File: config.mk
export PLATFORM = sky130hd
export DESIGN_NAME = ccc_chain_comm_control
export DESIGN_NICKNAME = d
export VERILOG_FILES = /design/src/ccc_pkg.sv /design/src/ccc_timer_if.sv /design/src/ccc_chain_comm_control.sv /design/src/ccc_timeout_timer.sv
export VERILOG_INCLUDE_DIRS = /design/src /design/src/src
export SDC_FILE = /design/constraint.sdc
export NUM_CORES = 1
export LEC_CHECK = 0
export BUFFER_PORTS_ARGS = -buffer_cell sky130_fd_sc_hd__buf_2
export CAP_MARGIN = 20
export CORE_MARGIN = 1
export CORE_UTILIZATION = 37
export CTS_CLUSTER_SIZE = 16
export DETAILED_ROUTE_END_ITERATION = 10
export GPL_TIMING_DRIVEN = 0
export HOLD_SLACK_MARGIN = 0.02
export PLACE_DENSITY = 0.62
export SLEW_MARGIN = 20
export SYNTH_ARGS = -nofsm -noshare
export SYNTH_HDL_FRONTEND = slang
export SYNTH_HIERARCHICAL = 1
export SYNTH_SLANG_ARGS = --single-unit
File: constraint.sdc
create_clock -name aclk -period 8.97 [get_ports aclk]
set_input_delay 0.897 -clock aclk [delete_from_list [all_inputs] [get_ports aclk]]
set_output_delay 0.897 -clock aclk [all_outputs]
set_load 0.005 [all_outputs]
File: src/ccc_consts.svh
// Purpose: Offsets, fields, unlock code and timing counts for chain comm control
// Assumes: AXI4-Lite byte addresses, one register per aligned word
// Notes: Included by the control and timer design files and the bench
`ifndef CCC_CONSTS_SVH
`define CCC_CONSTS_SVH

`define CCC_OFF_PRIMARY_CTRL 12'h000
`define CCC_OFF_LINK_ROLE 12'h004
`define CCC_OFF_FWD_ADDR 12'h008
`define CCC_OFF_REV_ADDR 12'h00C
`define CCC_OFF_FWD_SHADOW 12'h010
`define CCC_OFF_REV_SHADOW 12'h014
`define CCC_OFF_TIMEOUT_CFG 12'h018
`define CCC_OFF_SYS_FAULT 12'h01C
`define CCC_OFF_DBG_UNLOCK 12'h020
`define CCC_OFF_DBG_CTRL_A 12'h024
`define CCC_OFF_DBG_CTRL_B 12'h028
`define CCC_OFF_DBG_STATUS 12'h02C
`define CCC_OFF_OTP_CHECK1 12'h030

`define CCC_UNLOCK_CODE 8'hA5
`define CCC_ADDR_W 6

// Primary control
`define CCC_DIR_BIT 0
// Link role
`define CCC_MEMBER_BIT 0
`define CCC_TOP_BIT 1
// Timeout config
`define CCC_SHORT_PER_LSB 0
`define CCC_SHORT_EN_BIT 3
`define CCC_LONG_PER_LSB 4
`define CCC_LONG_ACT_BIT 7
`define CCC_LONG_EN_BIT 8
// System fault
`define CCC_SHORT_FLAG_BIT 0
`define CCC_LONG_FLAG_BIT 1
`define CCC_COMM_FLAG_BIT 2
// Debug control a
`define CCC_USER_PORT_BIT 0
`define CCC_USER_SERIAL_BIT 1
`define CCC_MIRROR_BIT 2
`define CCC_SERIAL_TX_BIT 3
`define CCC_SLOW_BAUD_BIT 4
// Debug control b: high tx, high rx, low tx, low rx
`define CCC_HI_TX_BIT 0
`define CCC_HI_RX_BIT 1
`define CCC_LO_TX_BIT 2
`define CCC_LO_RX_BIT 3

`define CCC_CLK_HZ 10000000
`define CCC_BAUD_FAST 1000000
`define CCC_BAUD_SLOW 250000
`define CCC_BAUD_DIV_FAST (`CCC_CLK_HZ / `CCC_BAUD_FAST)
`define CCC_BAUD_DIV_SLOW (`CCC_CLK_HZ / `CCC_BAUD_SLOW)
// Base timeout unit in microseconds, scaled per period code
`define CCC_TIMEOUT_UNIT_US 100
`define CCC_TIMEOUT_UNIT_CYC (`CCC_TIMEOUT_UNIT_US * (`CCC_CLK_HZ / 1000000))
`define CCC_RESP_OKAY 2'b00
`define CCC_RESP_SLVERR 2'b10

`endif

File: src/ccc_pkg.sv
// Purpose: Types for chain comm control
// Assumes: Constants live in ccc_consts.svh
// Notes: Power modes as seen by the timeout counters
package ccc_pkg;
  typedef enum logic [1:0] {
    CCC_PM_ACTIVE,
    CCC_PM_SLEEP,
    CCC_PM_SHUTDOWN
  } ccc_pmode_t;

  typedef enum logic [1:0] {
    CCC_PM_REQ_NONE,
    CCC_PM_REQ_SLEEP,
    CCC_PM_REQ_SHUTDOWN
  } ccc_pm_req_t;
endpackage

File: src/ccc_timer_if.sv
// Purpose: Carries one timeout counter's controls and expiry
// Assumes: Single clock domain
// Notes: Used between top and the timer instances
`timescale 1ns/1ps
interface ccc_timer_if;
  logic enable;
  logic [2:0] period;
  logic restart;
  logic run;
  logic clear;
  logic expired;
  modport ctrl (output enable, output period, output restart, output run, output clear,
    input expired);
  modport timer (input enable, input period, input restart, input run, input clear,
    output expired);
endinterface

File: src/ccc_chain_comm_control.sv
// Purpose: Communication control of a stackable chain monitor
// Assumes: AXI4-Lite register access, 10 MHz clock, synchronous inputs
// Notes: Summary of operation
// Summary of operation
// - Active address is forward register when direction 0, reverse when 1
// - Reset loads programmed OTP addresses into active address registers
// - Shadow registers only mirror or stage OTP, never used for matching
// - Sync may raise comm fault; host clears fault registers afterward
// - Chain ports follow direction and the member and top flags; base direction 1 uses low side
// - New top device disables its low-side transmitter in direction 1, its high-side transmitter in direction 0
// - Two timers measure time since last valid frame on any port
// - Timers count in active, clear in shutdown, hold in sleep
// - Short timeout restarts on valid frame and sets short flag on expiry
// - Long timeout sets flag and sleeps, or shuts down, per action bit
// - Writing 0xA5 to unlock enters debug mode
// - Any other unlock value exits debug mode, ports return to normal
// - Debug port override makes chain tx and rx follow control b
// - Serial override plus mirror copies chain traffic to serial port; a member device also needs serial tx set
// - Serial override off keeps serial port fully normal
// - Serial override plus slow baud gives 250 kbps, else 1 Mbps
// - Debug status shows control owner and chain tx and rx state
`timescale 1ns/1ps
`include "ccc_consts.svh"
module ccc_chain_comm_control #(
  parameter int unsigned TIMEOUT_UNIT_CYCLES = `CCC_TIMEOUT_UNIT_CYC,
  parameter int unsigned SHORT_SCALE = 8,
  parameter int unsigned LONG_SCALE = 64
) (
  // Clocking
  input wire logic aclk,
  input wire logic aresetn,
  input wire logic ce,
  // AXI4-Lite write
  input wire logic [11:0] s_axi_awaddr,
  input wire logic s_axi_awvalid,
  output logic s_axi_awready,
  input wire logic [31:0] s_axi_wdata,
  input wire logic [3:0] s_axi_wstrb,
  input wire logic s_axi_wvalid,
  output logic s_axi_wready,
  output logic [1:0] s_axi_bresp,
  output logic s_axi_bvalid,
  input wire logic s_axi_bready,
  // AXI4-Lite read
  input wire logic [11:0] s_axi_araddr,
  input wire logic s_axi_arvalid,
  output logic s_axi_arready,
  output logic [31:0] s_axi_rdata,
  output logic [1:0] s_axi_rresp,
  output logic s_axi_rvalid,
  input wire logic s_axi_rready,
  // OTP content
  input wire logic otp_fwd_valid,
  input wire logic [5:0] otp_fwd_addr,
  input wire logic otp_rev_valid,
  input wire logic [5:0] otp_rev_addr,
  // Frame events and power state
  input wire logic valid_frame,
  input wire logic comm_fault_evt,
  input wire logic chain_mirror_valid,
  input wire logic [7:0] chain_mirror_byte,
  input wire logic [1:0] power_mode,
  // Chain and serial controls
  output logic [5:0] active_address,
  output logic high_side_tx_en,
  output logic high_side_rx_en,
  output logic low_side_tx_en,
  output logic low_side_rx_en,
  output logic uart_mirror_en,
  output logic uart_tx_force_en,
  output logic [7:0] uart_mirror_byte,
  output logic uart_mirror_strobe,
  output logic [7:0] uart_baud_div,
  output logic [1:0] pm_request
);
  logic dir_reg;
  logic [1:0] link_role_reg;
  logic [5:0] forward_address_reg;
  logic [5:0] reverse_address_reg;
  logic [5:0] forward_address_shadow;
  logic [5:0] reverse_address_shadow;
  logic [8:0] timeout_config_reg;
  logic [2:0] system_fault_reg;
  logic debug_unlocked_reg;
  logic [4:0] debug_link_ctrl_a;
  logic [3:0] debug_link_ctrl_b;
  logic [7:0] otp_check_input_one;
  logic otp_load_reg;
  logic [11:0] awaddr_reg;
  logic [31:0] wdata_reg;
  logic aw_have_reg;
  logic w_have_reg;
  logic wr_go;
  logic [31:0] rd_next;
  logic rd_hit;
  logic wr_hit;
  logic user_port;
  logic user_serial;
  logic hi_tx_hw;
  logic hi_rx_hw;
  logic lo_tx_hw;
  logic lo_rx_hw;
  logic is_top;
  logic is_member;
  ccc_pkg::ccc_pmode_t pmode;
  ccc_timer_if short_if ();
  ccc_timer_if long_if ();

  assign pmode = ccc_pkg::ccc_pmode_t'(power_mode);
  assign is_top = link_role_reg[`CCC_TOP_BIT];
  assign is_member = link_role_reg[`CCC_MEMBER_BIT];
  assign user_port = debug_unlocked_reg && debug_link_ctrl_a[`CCC_USER_PORT_BIT];
  assign user_serial = debug_unlocked_reg && debug_link_ctrl_a[`CCC_USER_SERIAL_BIT];

  // AXI write address and data accepted in either order
  assign wr_go = aw_have_reg && w_have_reg && !s_axi_bvalid;
  always_ff @(posedge aclk) begin
    if (!aresetn) begin
      aw_have_reg <= 1'b0;
      w_have_reg <= 1'b0;
      awaddr_reg <= 12'h000;
      wdata_reg <= 32'h0000_0000;
      s_axi_awready <= 1'b0;
      s_axi_wready <= 1'b0;
      s_axi_bvalid <= 1'b0;
      s_axi_bresp <= `CCC_RESP_OKAY;
    end else if (ce) begin
      s_axi_awready <= !aw_have_reg && !s_axi_awready && s_axi_awvalid;
      s_axi_wready <= !w_have_reg && !s_axi_wready && s_axi_wvalid;
      if (s_axi_awvalid && s_axi_awready) begin
        aw_have_reg <= 1'b1;
        awaddr_reg <= s_axi_awaddr;
      end
      if (s_axi_wvalid && s_axi_wready) begin
        w_have_reg <= 1'b1;
        wdata_reg <= s_axi_wdata & {{8{s_axi_wstrb[3]}}, {8{s_axi_wstrb[2]}},
          {8{s_axi_wstrb[1]}}, {8{s_axi_wstrb[0]}}};
      end
      if (wr_go) begin
        aw_have_reg <= 1'b0;
        w_have_reg <= 1'b0;
        s_axi_bvalid <= 1'b1;
        s_axi_bresp <= wr_hit ? `CCC_RESP_OKAY : `CCC_RESP_SLVERR;
      end else if (s_axi_bvalid && s_axi_bready) begin
        s_axi_bvalid <= 1'b0;
      end
    end
  end

  always_comb begin
    unique case (awaddr_reg)
      `CCC_OFF_PRIMARY_CTRL, `CCC_OFF_LINK_ROLE, `CCC_OFF_FWD_ADDR, `CCC_OFF_REV_ADDR,
      `CCC_OFF_FWD_SHADOW, `CCC_OFF_REV_SHADOW, `CCC_OFF_TIMEOUT_CFG, `CCC_OFF_SYS_FAULT,
      `CCC_OFF_DBG_UNLOCK, `CCC_OFF_DBG_CTRL_A, `CCC_OFF_DBG_CTRL_B,
      `CCC_OFF_OTP_CHECK1: wr_hit = 1'b1;
      default: wr_hit = 1'b0;
    endcase
  end

  // Configuration registers
  always_ff @(posedge aclk) begin
    if (!aresetn) begin
      dir_reg <= 1'b0;
      link_role_reg <= 2'b00;
      timeout_config_reg <= 9'h000;
      debug_link_ctrl_a <= 5'h00;
      debug_link_ctrl_b <= 4'h0;
      otp_check_input_one <= 8'h00;
    end else if (ce && wr_go) begin
      unique case (awaddr_reg)
        `CCC_OFF_PRIMARY_CTRL: dir_reg <= wdata_reg[`CCC_DIR_BIT];
        `CCC_OFF_LINK_ROLE: link_role_reg <= wdata_reg[1:0];
        `CCC_OFF_TIMEOUT_CFG: timeout_config_reg <= wdata_reg[8:0];
        `CCC_OFF_DBG_CTRL_A: debug_link_ctrl_a <= wdata_reg[4:0];
        `CCC_OFF_DBG_CTRL_B: debug_link_ctrl_b <= wdata_reg[3:0];
        `CCC_OFF_OTP_CHECK1: otp_check_input_one <= wdata_reg[7:0];
        default: ;
      endcase
    end
  end

  // Full-byte unlock compare; reset locks
  always_ff @(posedge aclk) begin
    if (!aresetn) begin
      debug_unlocked_reg <= 1'b0;
    end else if (ce && wr_go && awaddr_reg == `CCC_OFF_DBG_UNLOCK) begin
      debug_unlocked_reg <= (wdata_reg[7:0] == `CCC_UNLOCK_CODE);
    end
  end

  // Addresses: OTP load after reset release, writes apply at once
  always_ff @(posedge aclk) begin
    if (!aresetn) begin
      otp_load_reg <= 1'b1;
      forward_address_reg <= 6'h00;
      reverse_address_reg <= 6'h00;
      forward_address_shadow <= 6'h00;
      reverse_address_shadow <= 6'h00;
    end else if (ce) begin
      otp_load_reg <= 1'b0;
      if (otp_load_reg) begin
        if (otp_fwd_valid) begin
          forward_address_reg <= otp_fwd_addr;
        end
        if (otp_rev_valid) begin
          reverse_address_reg <= otp_rev_addr;
        end
        forward_address_shadow <= otp_fwd_addr;
        reverse_address_shadow <= otp_rev_addr;
      end else if (wr_go) begin
        unique case (awaddr_reg)
          `CCC_OFF_FWD_ADDR: forward_address_reg <= wdata_reg[5:0];
          `CCC_OFF_REV_ADDR: reverse_address_reg <= wdata_reg[5:0];
          // Staging only, never used for matching
          `CCC_OFF_FWD_SHADOW: forward_address_shadow <= wdata_reg[5:0];
          `CCC_OFF_REV_SHADOW: reverse_address_shadow <= wdata_reg[5:0];
          default: ;
        endcase
      end
    end
  end

  // Timeouts from valid frames
  assign short_if.enable = timeout_config_reg[`CCC_SHORT_EN_BIT];
  assign short_if.period = timeout_config_reg[`CCC_SHORT_PER_LSB +: 3];
  assign short_if.restart = valid_frame;
  assign short_if.run = (pmode == ccc_pkg::CCC_PM_ACTIVE);
  assign short_if.clear = (pmode == ccc_pkg::CCC_PM_SHUTDOWN);
  assign long_if.enable = timeout_config_reg[`CCC_LONG_EN_BIT];
  assign long_if.period = timeout_config_reg[`CCC_LONG_PER_LSB +: 3];
  assign long_if.restart = valid_frame;
  assign long_if.run = (pmode == ccc_pkg::CCC_PM_ACTIVE);
  assign long_if.clear = (pmode == ccc_pkg::CCC_PM_SHUTDOWN);

  ccc_timeout_timer #(.UNIT_CYCLES(TIMEOUT_UNIT_CYCLES), .TIMEOUT_SCALE(SHORT_SCALE)) u_short (
    .aclk(aclk), .aresetn(aresetn), .ce(ce), .tif(short_if.timer));
  ccc_timeout_timer #(.UNIT_CYCLES(TIMEOUT_UNIT_CYCLES), .TIMEOUT_SCALE(LONG_SCALE)) u_long (
    .aclk(aclk), .aresetn(aresetn), .ce(ce), .tif(long_if.timer));

  // Fault flags: set wins over write-one-to-clear
  always_ff @(posedge aclk) begin
    if (!aresetn) begin
      system_fault_reg <= 3'b000;
      pm_request <= ccc_pkg::CCC_PM_REQ_NONE;
    end else if (ce) begin
      if (wr_go && awaddr_reg == `CCC_OFF_SYS_FAULT) begin
        system_fault_reg <= system_fault_reg & ~wdata_reg[2:0];
      end
      if (short_if.expired) begin
        system_fault_reg[`CCC_SHORT_FLAG_BIT] <= 1'b1;
      end
      if (comm_fault_evt) begin
        system_fault_reg[`CCC_COMM_FLAG_BIT] <= 1'b1;
      end
      pm_request <= ccc_pkg::CCC_PM_REQ_NONE;
      if (long_if.expired) begin
        if (!timeout_config_reg[`CCC_LONG_ACT_BIT]) begin
          system_fault_reg[`CCC_LONG_FLAG_BIT] <= 1'b1;
          pm_request <= ccc_pkg::CCC_PM_REQ_SLEEP;
        end else begin
          pm_request <= ccc_pkg::CCC_PM_REQ_SHUTDOWN;
        end
      end
    end
  end

  // Normal port roles from direction and position
  // Base in reverse keeps only its low side alive, both tx and rx
  assign hi_rx_hw = is_member;
  assign hi_tx_hw = dir_reg ? is_member : !is_top;
  assign lo_rx_hw = dir_reg ? !is_top : is_member;
  assign lo_tx_hw = dir_reg ? !is_top : is_member;

  always_ff @(posedge aclk) begin
    if (!aresetn) begin
      active_address <= 6'h00;
      high_side_tx_en <= 1'b0;
      high_side_rx_en <= 1'b0;
      low_side_tx_en <= 1'b0;
      low_side_rx_en <= 1'b0;
      uart_mirror_en <= 1'b0;
      uart_tx_force_en <= 1'b0;
      uart_mirror_byte <= 8'h00;
      uart_mirror_strobe <= 1'b0;
      uart_baud_div <= 8'(`CCC_BAUD_DIV_FAST);
    end else if (ce) begin
      active_address <= dir_reg ? reverse_address_reg : forward_address_reg;
      // Override only while unlocked
      high_side_tx_en <= user_port ? debug_link_ctrl_b[`CCC_HI_TX_BIT] : hi_tx_hw;
      high_side_rx_en <= user_port ? debug_link_ctrl_b[`CCC_HI_RX_BIT] : hi_rx_hw;
      low_side_tx_en <= user_port ? debug_link_ctrl_b[`CCC_LO_TX_BIT] : lo_tx_hw;
      low_side_rx_en <= user_port ? debug_link_ctrl_b[`CCC_LO_RX_BIT] : lo_rx_hw;
      uart_mirror_en <= user_serial && debug_link_ctrl_a[`CCC_MIRROR_BIT];
      uart_tx_force_en <= user_serial && debug_link_ctrl_a[`CCC_SERIAL_TX_BIT];
      uart_mirror_strobe <= user_serial && debug_link_ctrl_a[`CCC_MIRROR_BIT]
        && chain_mirror_valid && (!is_member || debug_link_ctrl_a[`CCC_SERIAL_TX_BIT]);
      if (chain_mirror_valid) begin
        uart_mirror_byte <= chain_mirror_byte;
      end
      uart_baud_div <= (user_serial && debug_link_ctrl_a[`CCC_SLOW_BAUD_BIT]) ?
        8'(`CCC_BAUD_DIV_SLOW) : 8'(`CCC_BAUD_DIV_FAST);
    end
  end

  // Register read mux; debug status readable while locked
  always_comb begin
    rd_hit = 1'b1;
    unique case (s_axi_araddr)
      `CCC_OFF_PRIMARY_CTRL: rd_next = {31'h0, dir_reg};
      `CCC_OFF_LINK_ROLE: rd_next = {30'h0, link_role_reg};
      `CCC_OFF_FWD_ADDR: rd_next = {26'h0, forward_address_reg};
      `CCC_OFF_REV_ADDR: rd_next = {26'h0, reverse_address_reg};
      `CCC_OFF_FWD_SHADOW: rd_next = {26'h0, forward_address_shadow};
      `CCC_OFF_REV_SHADOW: rd_next = {26'h0, reverse_address_shadow};
      `CCC_OFF_TIMEOUT_CFG: rd_next = {23'h0, timeout_config_reg};
      `CCC_OFF_SYS_FAULT: rd_next = {29'h0, system_fault_reg};
      `CCC_OFF_DBG_UNLOCK: rd_next = {31'h0, debug_unlocked_reg};
      `CCC_OFF_DBG_CTRL_A: rd_next = {27'h0, debug_link_ctrl_a};
      `CCC_OFF_DBG_CTRL_B: rd_next = {28'h0, debug_link_ctrl_b};
      `CCC_OFF_DBG_STATUS: rd_next = {26'h0, user_serial, user_port, low_side_rx_en,
        low_side_tx_en, high_side_rx_en, high_side_tx_en};
      `CCC_OFF_OTP_CHECK1: rd_next = {24'h0, otp_check_input_one};
      default: begin
        rd_next = 32'h0000_0000;
        rd_hit = 1'b0;
      end
    endcase
  end

  always_ff @(posedge aclk) begin
    if (!aresetn) begin
      s_axi_arready <= 1'b0;
      s_axi_rvalid <= 1'b0;
      s_axi_rdata <= 32'h0000_0000;
      s_axi_rresp <= `CCC_RESP_OKAY;
    end else if (ce) begin
      s_axi_arready <= s_axi_arvalid && !s_axi_arready && !s_axi_rvalid;
      if (s_axi_arvalid && s_axi_arready) begin
        s_axi_rvalid <= 1'b1;
        s_axi_rdata <= rd_next;
        s_axi_rresp <= rd_hit ? `CCC_RESP_OKAY : `CCC_RESP_SLVERR;
      end else if (s_axi_rvalid && s_axi_rready) begin
        s_axi_rvalid <= 1'b0;
      end
    end
  end

  a_addr_select: assert property (@(posedge aclk) disable iff (!aresetn)
    ce && !otp_load_reg ##1 ce |-> active_address == ($past(dir_reg) ?
    $past(reverse_address_reg) : $past(forward_address_reg)))
    else $error("active address mismatch");
  a_unlock_exact: assert property (@(posedge aclk) disable iff (!aresetn)
    ce && wr_go && awaddr_reg == `CCC_OFF_DBG_UNLOCK && wdata_reg[7:0] != `CCC_UNLOCK_CODE
    |=> !debug_unlocked_reg) else $error("unlock on wrong code");
  a_unlock_enter: assert property (@(posedge aclk) disable iff (!aresetn)
    ce && wr_go && awaddr_reg == `CCC_OFF_DBG_UNLOCK && wdata_reg[7:0] == `CCC_UNLOCK_CODE
    |=> debug_unlocked_reg) else $error("unlock code ignored");
  a_port_normal: assert property (@(posedge aclk) disable iff (!aresetn)
    ce && !user_port ##1 ce |-> high_side_tx_en == $past(hi_tx_hw)
    && low_side_tx_en == $past(lo_tx_hw)) else $error("port override leaked");
  a_serial_normal: assert property (@(posedge aclk) disable iff (!aresetn)
    ce && !user_serial ##1 ce |-> !uart_mirror_en && !uart_tx_force_en
    && uart_baud_div == 8'(`CCC_BAUD_DIV_FAST)) else $error("serial debug leaked");
  a_slow_baud: assert property (@(posedge aclk) disable iff (!aresetn)
    ce && user_serial && debug_link_ctrl_a[`CCC_SLOW_BAUD_BIT] ##1 ce
    |-> uart_baud_div == 8'(`CCC_BAUD_DIV_SLOW)) else $error("slow baud not set");
  a_short_flag: assert property (@(posedge aclk) disable iff (!aresetn)
    ce && short_if.expired |=> system_fault_reg[`CCC_SHORT_FLAG_BIT])
    else $error("short flag missed");
  a_long_action: assert property (@(posedge aclk) disable iff (!aresetn)
    ce && long_if.expired && timeout_config_reg[`CCC_LONG_ACT_BIT]
    |=> pm_request == ccc_pkg::CCC_PM_REQ_SHUTDOWN
    && !$rose(system_fault_reg[`CCC_LONG_FLAG_BIT])) else $error("long action wrong");
  a_base_reverse: assert property (@(posedge aclk) disable iff (!aresetn)
    ce && !user_port && dir_reg && !is_member && !is_top ##1 ce |-> !high_side_tx_en
    && !high_side_rx_en && low_side_tx_en && low_side_rx_en)
    else $error("base reverse ports wrong");
  c_unlock: cover property (@(posedge aclk) disable iff (!aresetn) $rose(debug_unlocked_reg));
  c_short_expire: cover property (@(posedge aclk) disable iff (!aresetn) short_if.expired);
  c_long_sleep: cover property (@(posedge aclk) disable iff (!aresetn)
    pm_request == ccc_pkg::CCC_PM_REQ_SLEEP);
  c_mirror: cover property (@(posedge aclk) disable iff (!aresetn) uart_mirror_strobe);
endmodule

File: src/ccc_timeout_timer.sv
// Purpose: One communication timeout counter
// Assumes: Period code n means (n+1) * TIMEOUT_SCALE units
// Notes: Expiry is a one-cycle pulse
`timescale 1ns/1ps
`include "ccc_consts.svh"
module ccc_timeout_timer #(
  parameter int unsigned UNIT_CYCLES = `CCC_TIMEOUT_UNIT_CYC,
  parameter int unsigned TIMEOUT_SCALE = 8
) (
  // Clocking
  input wire logic aclk,
  input wire logic aresetn,
  input wire logic ce,
  // Control
  ccc_timer_if.timer tif
);
  logic [31:0] count_reg;
  logic [31:0] limit;
  logic fired_reg;

  // Duration encoding is a parameter
  assign limit = 32'(({29'h0, tif.period} + 32'h1) * TIMEOUT_SCALE * UNIT_CYCLES);

  // Count only when running, clear in shutdown, hold in sleep
  always_ff @(posedge aclk) begin
    if (!aresetn) begin
      count_reg <= 32'h0;
      fired_reg <= 1'b0;
    end else if (ce) begin
      if (tif.clear || !tif.enable || tif.restart) begin
        count_reg <= 32'h0;
        fired_reg <= 1'b0;
      end else if (tif.run && !fired_reg) begin
        if (count_reg + 32'h1 >= limit) begin
          fired_reg <= 1'b1;
        end
        count_reg <= count_reg + 32'h1;
      end
    end
  end

  assign tif.expired = tif.run && !fired_reg && tif.enable && !tif.restart && !tif.clear
    && (count_reg + 32'h1 >= limit);

  a_timer_held_sleep: assert property (@(posedge aclk) disable iff (!aresetn)
    ce && !tif.run && !tif.clear && tif.enable && !tif.restart
    |=> count_reg == $past(count_reg)) else $error("timer moved while frozen");
  a_timer_clear: assert property (@(posedge aclk) disable iff (!aresetn)
    ce && tif.clear |=> count_reg == 32'h0) else $error("timer not cleared");
endmodule

==> impl_metrics.yaml <==
power:
  p_leak_nw: 5.71
  pwr-share-comb: 0.084
  p_int_mw: 1.31
  switching_power_mw: 0.487
  seq_power_share: 0.481
  power_density_mw_per_mm2: 128
  power.total_mw: 1.80
  p_clk_frac: 0.435
  vdd_drop_max_uv: 155
  switching_share: 0.271
cts:
  cts_buffers: 17
  clock-sinks: 188
  post_cts_buffers: 0
  cts_tree: "built"
  clk_latency_ns: 0.46
  cts_hold_buffers: 0
  post_cts_resized: 0
  path_clk_slew_ns: 0.07
  htreeDepth: 4
  cts.path.max_buffers: 2
  cts_root_buf: "clkbuf_16"
critical_path:
  crit_type: "reg -> reg"
  critical_path.top_delay_family: "compound AO/OA/AOI/OAI gates"
  timing.rr.start: "timeout_config_reg[4]"
  worstPathArrival_ns: 6.40
  rr_worst_depth: 22
  path_buf_inv: 2
  cp-start-kind: "register"
  end_kind: "register"
  critPathMaxFanout: 11
  reg2reg_setup_slack_ns: 2.88
  crit_path_max_incr_delay_ns: 0.70
  crit_slowest_cell: "dfxtp_1"
  critPathRequiredTime_ns: 9.28
  crit_chain: "ha_1, xor2_1, fa_1, fa_1, inv_1, ha_1, a21o_1, a21oi_1, o21ai_0, a31oi_1, xor2_1, ha_1, nand2_1, nor2_1, a211oi_1, o221ai_1, a211oi_1, a21oi_1, nand3b_1, inv_1, o21ai_0, a31oi_1"
  reg2reg_to: "system_fault_reg[1]"
  cp_common_cell: "ha_1"
detailed_routing:
  dr.first_iter.drc_count: 964
  wire_per_inst_um: 17.4
  routed_wl_um: 37400
  ant_nets: 0
  drc: 0
  avgViaCountPerCell: 5.40
  dr.pass1.iters: 7
  vias: 11600
sta:
  final.min_clock_period_ns: 6.09
  rsz0062_at_grt: "false"
  layout_setup_ws_ns: 2.88
  slew_headroom: 0.426
  worstMarginPinSlew_ns: 0.860
  worst_clock_skew_ns: 0.0103
  tns_ns: 0
  hold_violations: 0
  drv_slew: 0
  setup_violations: 0
  max_freq_mhz: 164
  fin_crit_sh: 0.679
floorplanning:
  die_area_mm2: 0.0337
  start_util: 0.376
  rows: 66
  die_h_um: 184
  die_w_um: 184
  core_area_mm2: 0.0325
  io_pins: 167
logic_synthesis:
  synth_cell_types: 89
  ys_dominant_reg_cell: "dfxtp_1"
  synth_area_mm2: 0.0122
  syn_inst: 1542
  synth_seq_cells: 188
  synth_edf_count: 0
  async_flop_share: 0
  ys_seq_area_frac: 0.309
  avgSynthCellArea_um2: 7.91
  synth_warnings: 6
grt:
  track_usage: 0.222
  grt_pass1_wl_um: 58700
  grt_max_degree: 19
  grt_overflow: 0
  grt_pass1_vias: 10700
  antenna_found_initial: 1
hold_path:
  hp-class: "reg -> reg"
  holdPathEnd: "u_short/fired_reg"
  min_from: "u_short/fired_reg"
  worstHoldPathCells: 2
final_layout:
  layoutNonFillerInstCount: 2151
  nets: 1861
  post-route-util: 0.431
  drive_gt1_frac: 0.147
  nFillCells: 3277
  syn_to_final_growth_pct: 14.6
job:
  maxCapViolCount: 0
placement:
  io_buffer_count: 105
  dp_slack_ns: 2.94
  routabilityCongestion: 0.887
  hpwl_um: 27700
  dp_cells: 2118
run_status:
  status: "complete, no violations"
[kinds of logic after synthesis]
group,share of synthesized area
adder cells (fa/ha/maj),0.0823
AND/OR/NAND/NOR,0.260
other,0.000616
multiplexers,0.0440
AO/OA/AOI/OAI,0.184
buffers and inverters,0.0837
XOR/XNOR,0.0374
flip-flops,0.309
[power by group through the flow]
stage | combinational (mW) | clock, mW | sequential (mW)
2_1_floorplan | 0.0910 | 0 | 0.879
3_3_place_gp | 0.146 | 0 | 0.882
3_5_place_dp | 0.147 | 0 | 0.883
4_1_cts | 0.148 | 0.788 | 0.863
5_1_grt | 0.165 | 0.822 | 0.866
6_report | 0.150 | 0.781 | 0.864
[cell usage after synthesis (17+ instances only)]
| master | count | area share |
|---|---|---|
| dfxtp_1 | 188 | 0.31 |
| nand2_1 | 179 | 0.055 |
| a21oi_1 | 162 | 0.066 |
| nor2_1 | 144 | 0.044 |
| o21ai_0 | 81 | 0.033 |
| nand3_1 | 74 | 0.030 |
| clkbuf_1 | 69 | 0.021 |
| ha_1 | 57 | 0.058 |
| inv_1 | 51 | 0.016 |
| mux2i_1 | 39 | 0.032 |
| nand4_1 | 36 | 0.018 |
| buf_4 | 35 | 0.022 |
| nor3_1 | 31 | 0.013 |
| a211oi_1 | 29 | 0.018 |
| xnor2_1 | 26 | 0.019 |
| xor2_1 | 26 | 0.019 |
| a22oi_1 | 20 | 0.012 |
| nor2b_1 | 19 | 0.0097 |
| a21o_1 | 18 | 0.011 |
| and3_1 | 17 | 0.0087 |
[area by class of cell]
cell class              instances  area (µm²)  share of cell area
diodes                          1        2.50            0.000179
clock inverters                14         155              0.0111
plain buffers                 138         826              0.0591
well taps                     442         553              0.0396
inverters                      52         195              0.0140
repair buffers                105         526              0.0376
multi-input cells            1193        7520               0.538
flip-flops and latches        188        3760               0.269
clock buffers                  18         439              0.0314
[routing by layer]
| layer | global-route usage | vias up | routed length (µm) |
|---|---|---|---|
| met1 | 0.293 | 5419 | 17000 |
| met3 | 0.0349 | 73 | 2350 |
| met5 | 0 | - | 0 |
| met2 | 0.360 | 418 | 16900 |
| met4 | 0.0880 | 0 | 1090 |
| li1 | - | 5710 | - |
[worst max path at each step]
stage                                from                   to  cells after the start  slack [ns]
floorplan           timeout_config_reg[0]  system_fault_reg[0]                     21        4.01
global route        timeout_config_reg[4]  system_fault_reg[1]                     22        2.51
finish              timeout_config_reg[4]  system_fault_reg[1]                     22        2.88
CTS                 timeout_config_reg[0]  system_fault_reg[0]                     21        2.93
global placement    timeout_config_reg[0]  system_fault_reg[0]                     21        3.00
detailed placement  timeout_config_reg[0]  system_fault_reg[0]                     21        2.94
[layout by cell type, fill, tap and decap left out, types with 31 or more instances in the layout]
cell type,count
a21oi_1,162
buf_2,120
buf_4,35
clkbuf_1,69
conb_1,31
dfxtp_1,188
ha_1,57
inv_1,51
mux2i_1,39
nand2_1,179
nand3_1,74
nand4_1,36
nor2_1,144
nor3_1,31
o21ai_0,81
[worst min-delay path: stages (launching register included)]
cell     delay, ns
dfxtp_1       0.31
nand2_1       0.05
o21ai_1       0.05
[through the flow]
stage | hold slack (ns) | area [µm²]
floorplan | 0.426 | 12300
global placement | 0.432 | 13400
detailed placement | 0.437 | 13400
CTS | 0.447 | 14000
global route | 0.465 | 14000
finish | 0.449 | 14000
No activity file was read; power rests on OpenSTA's default activity.
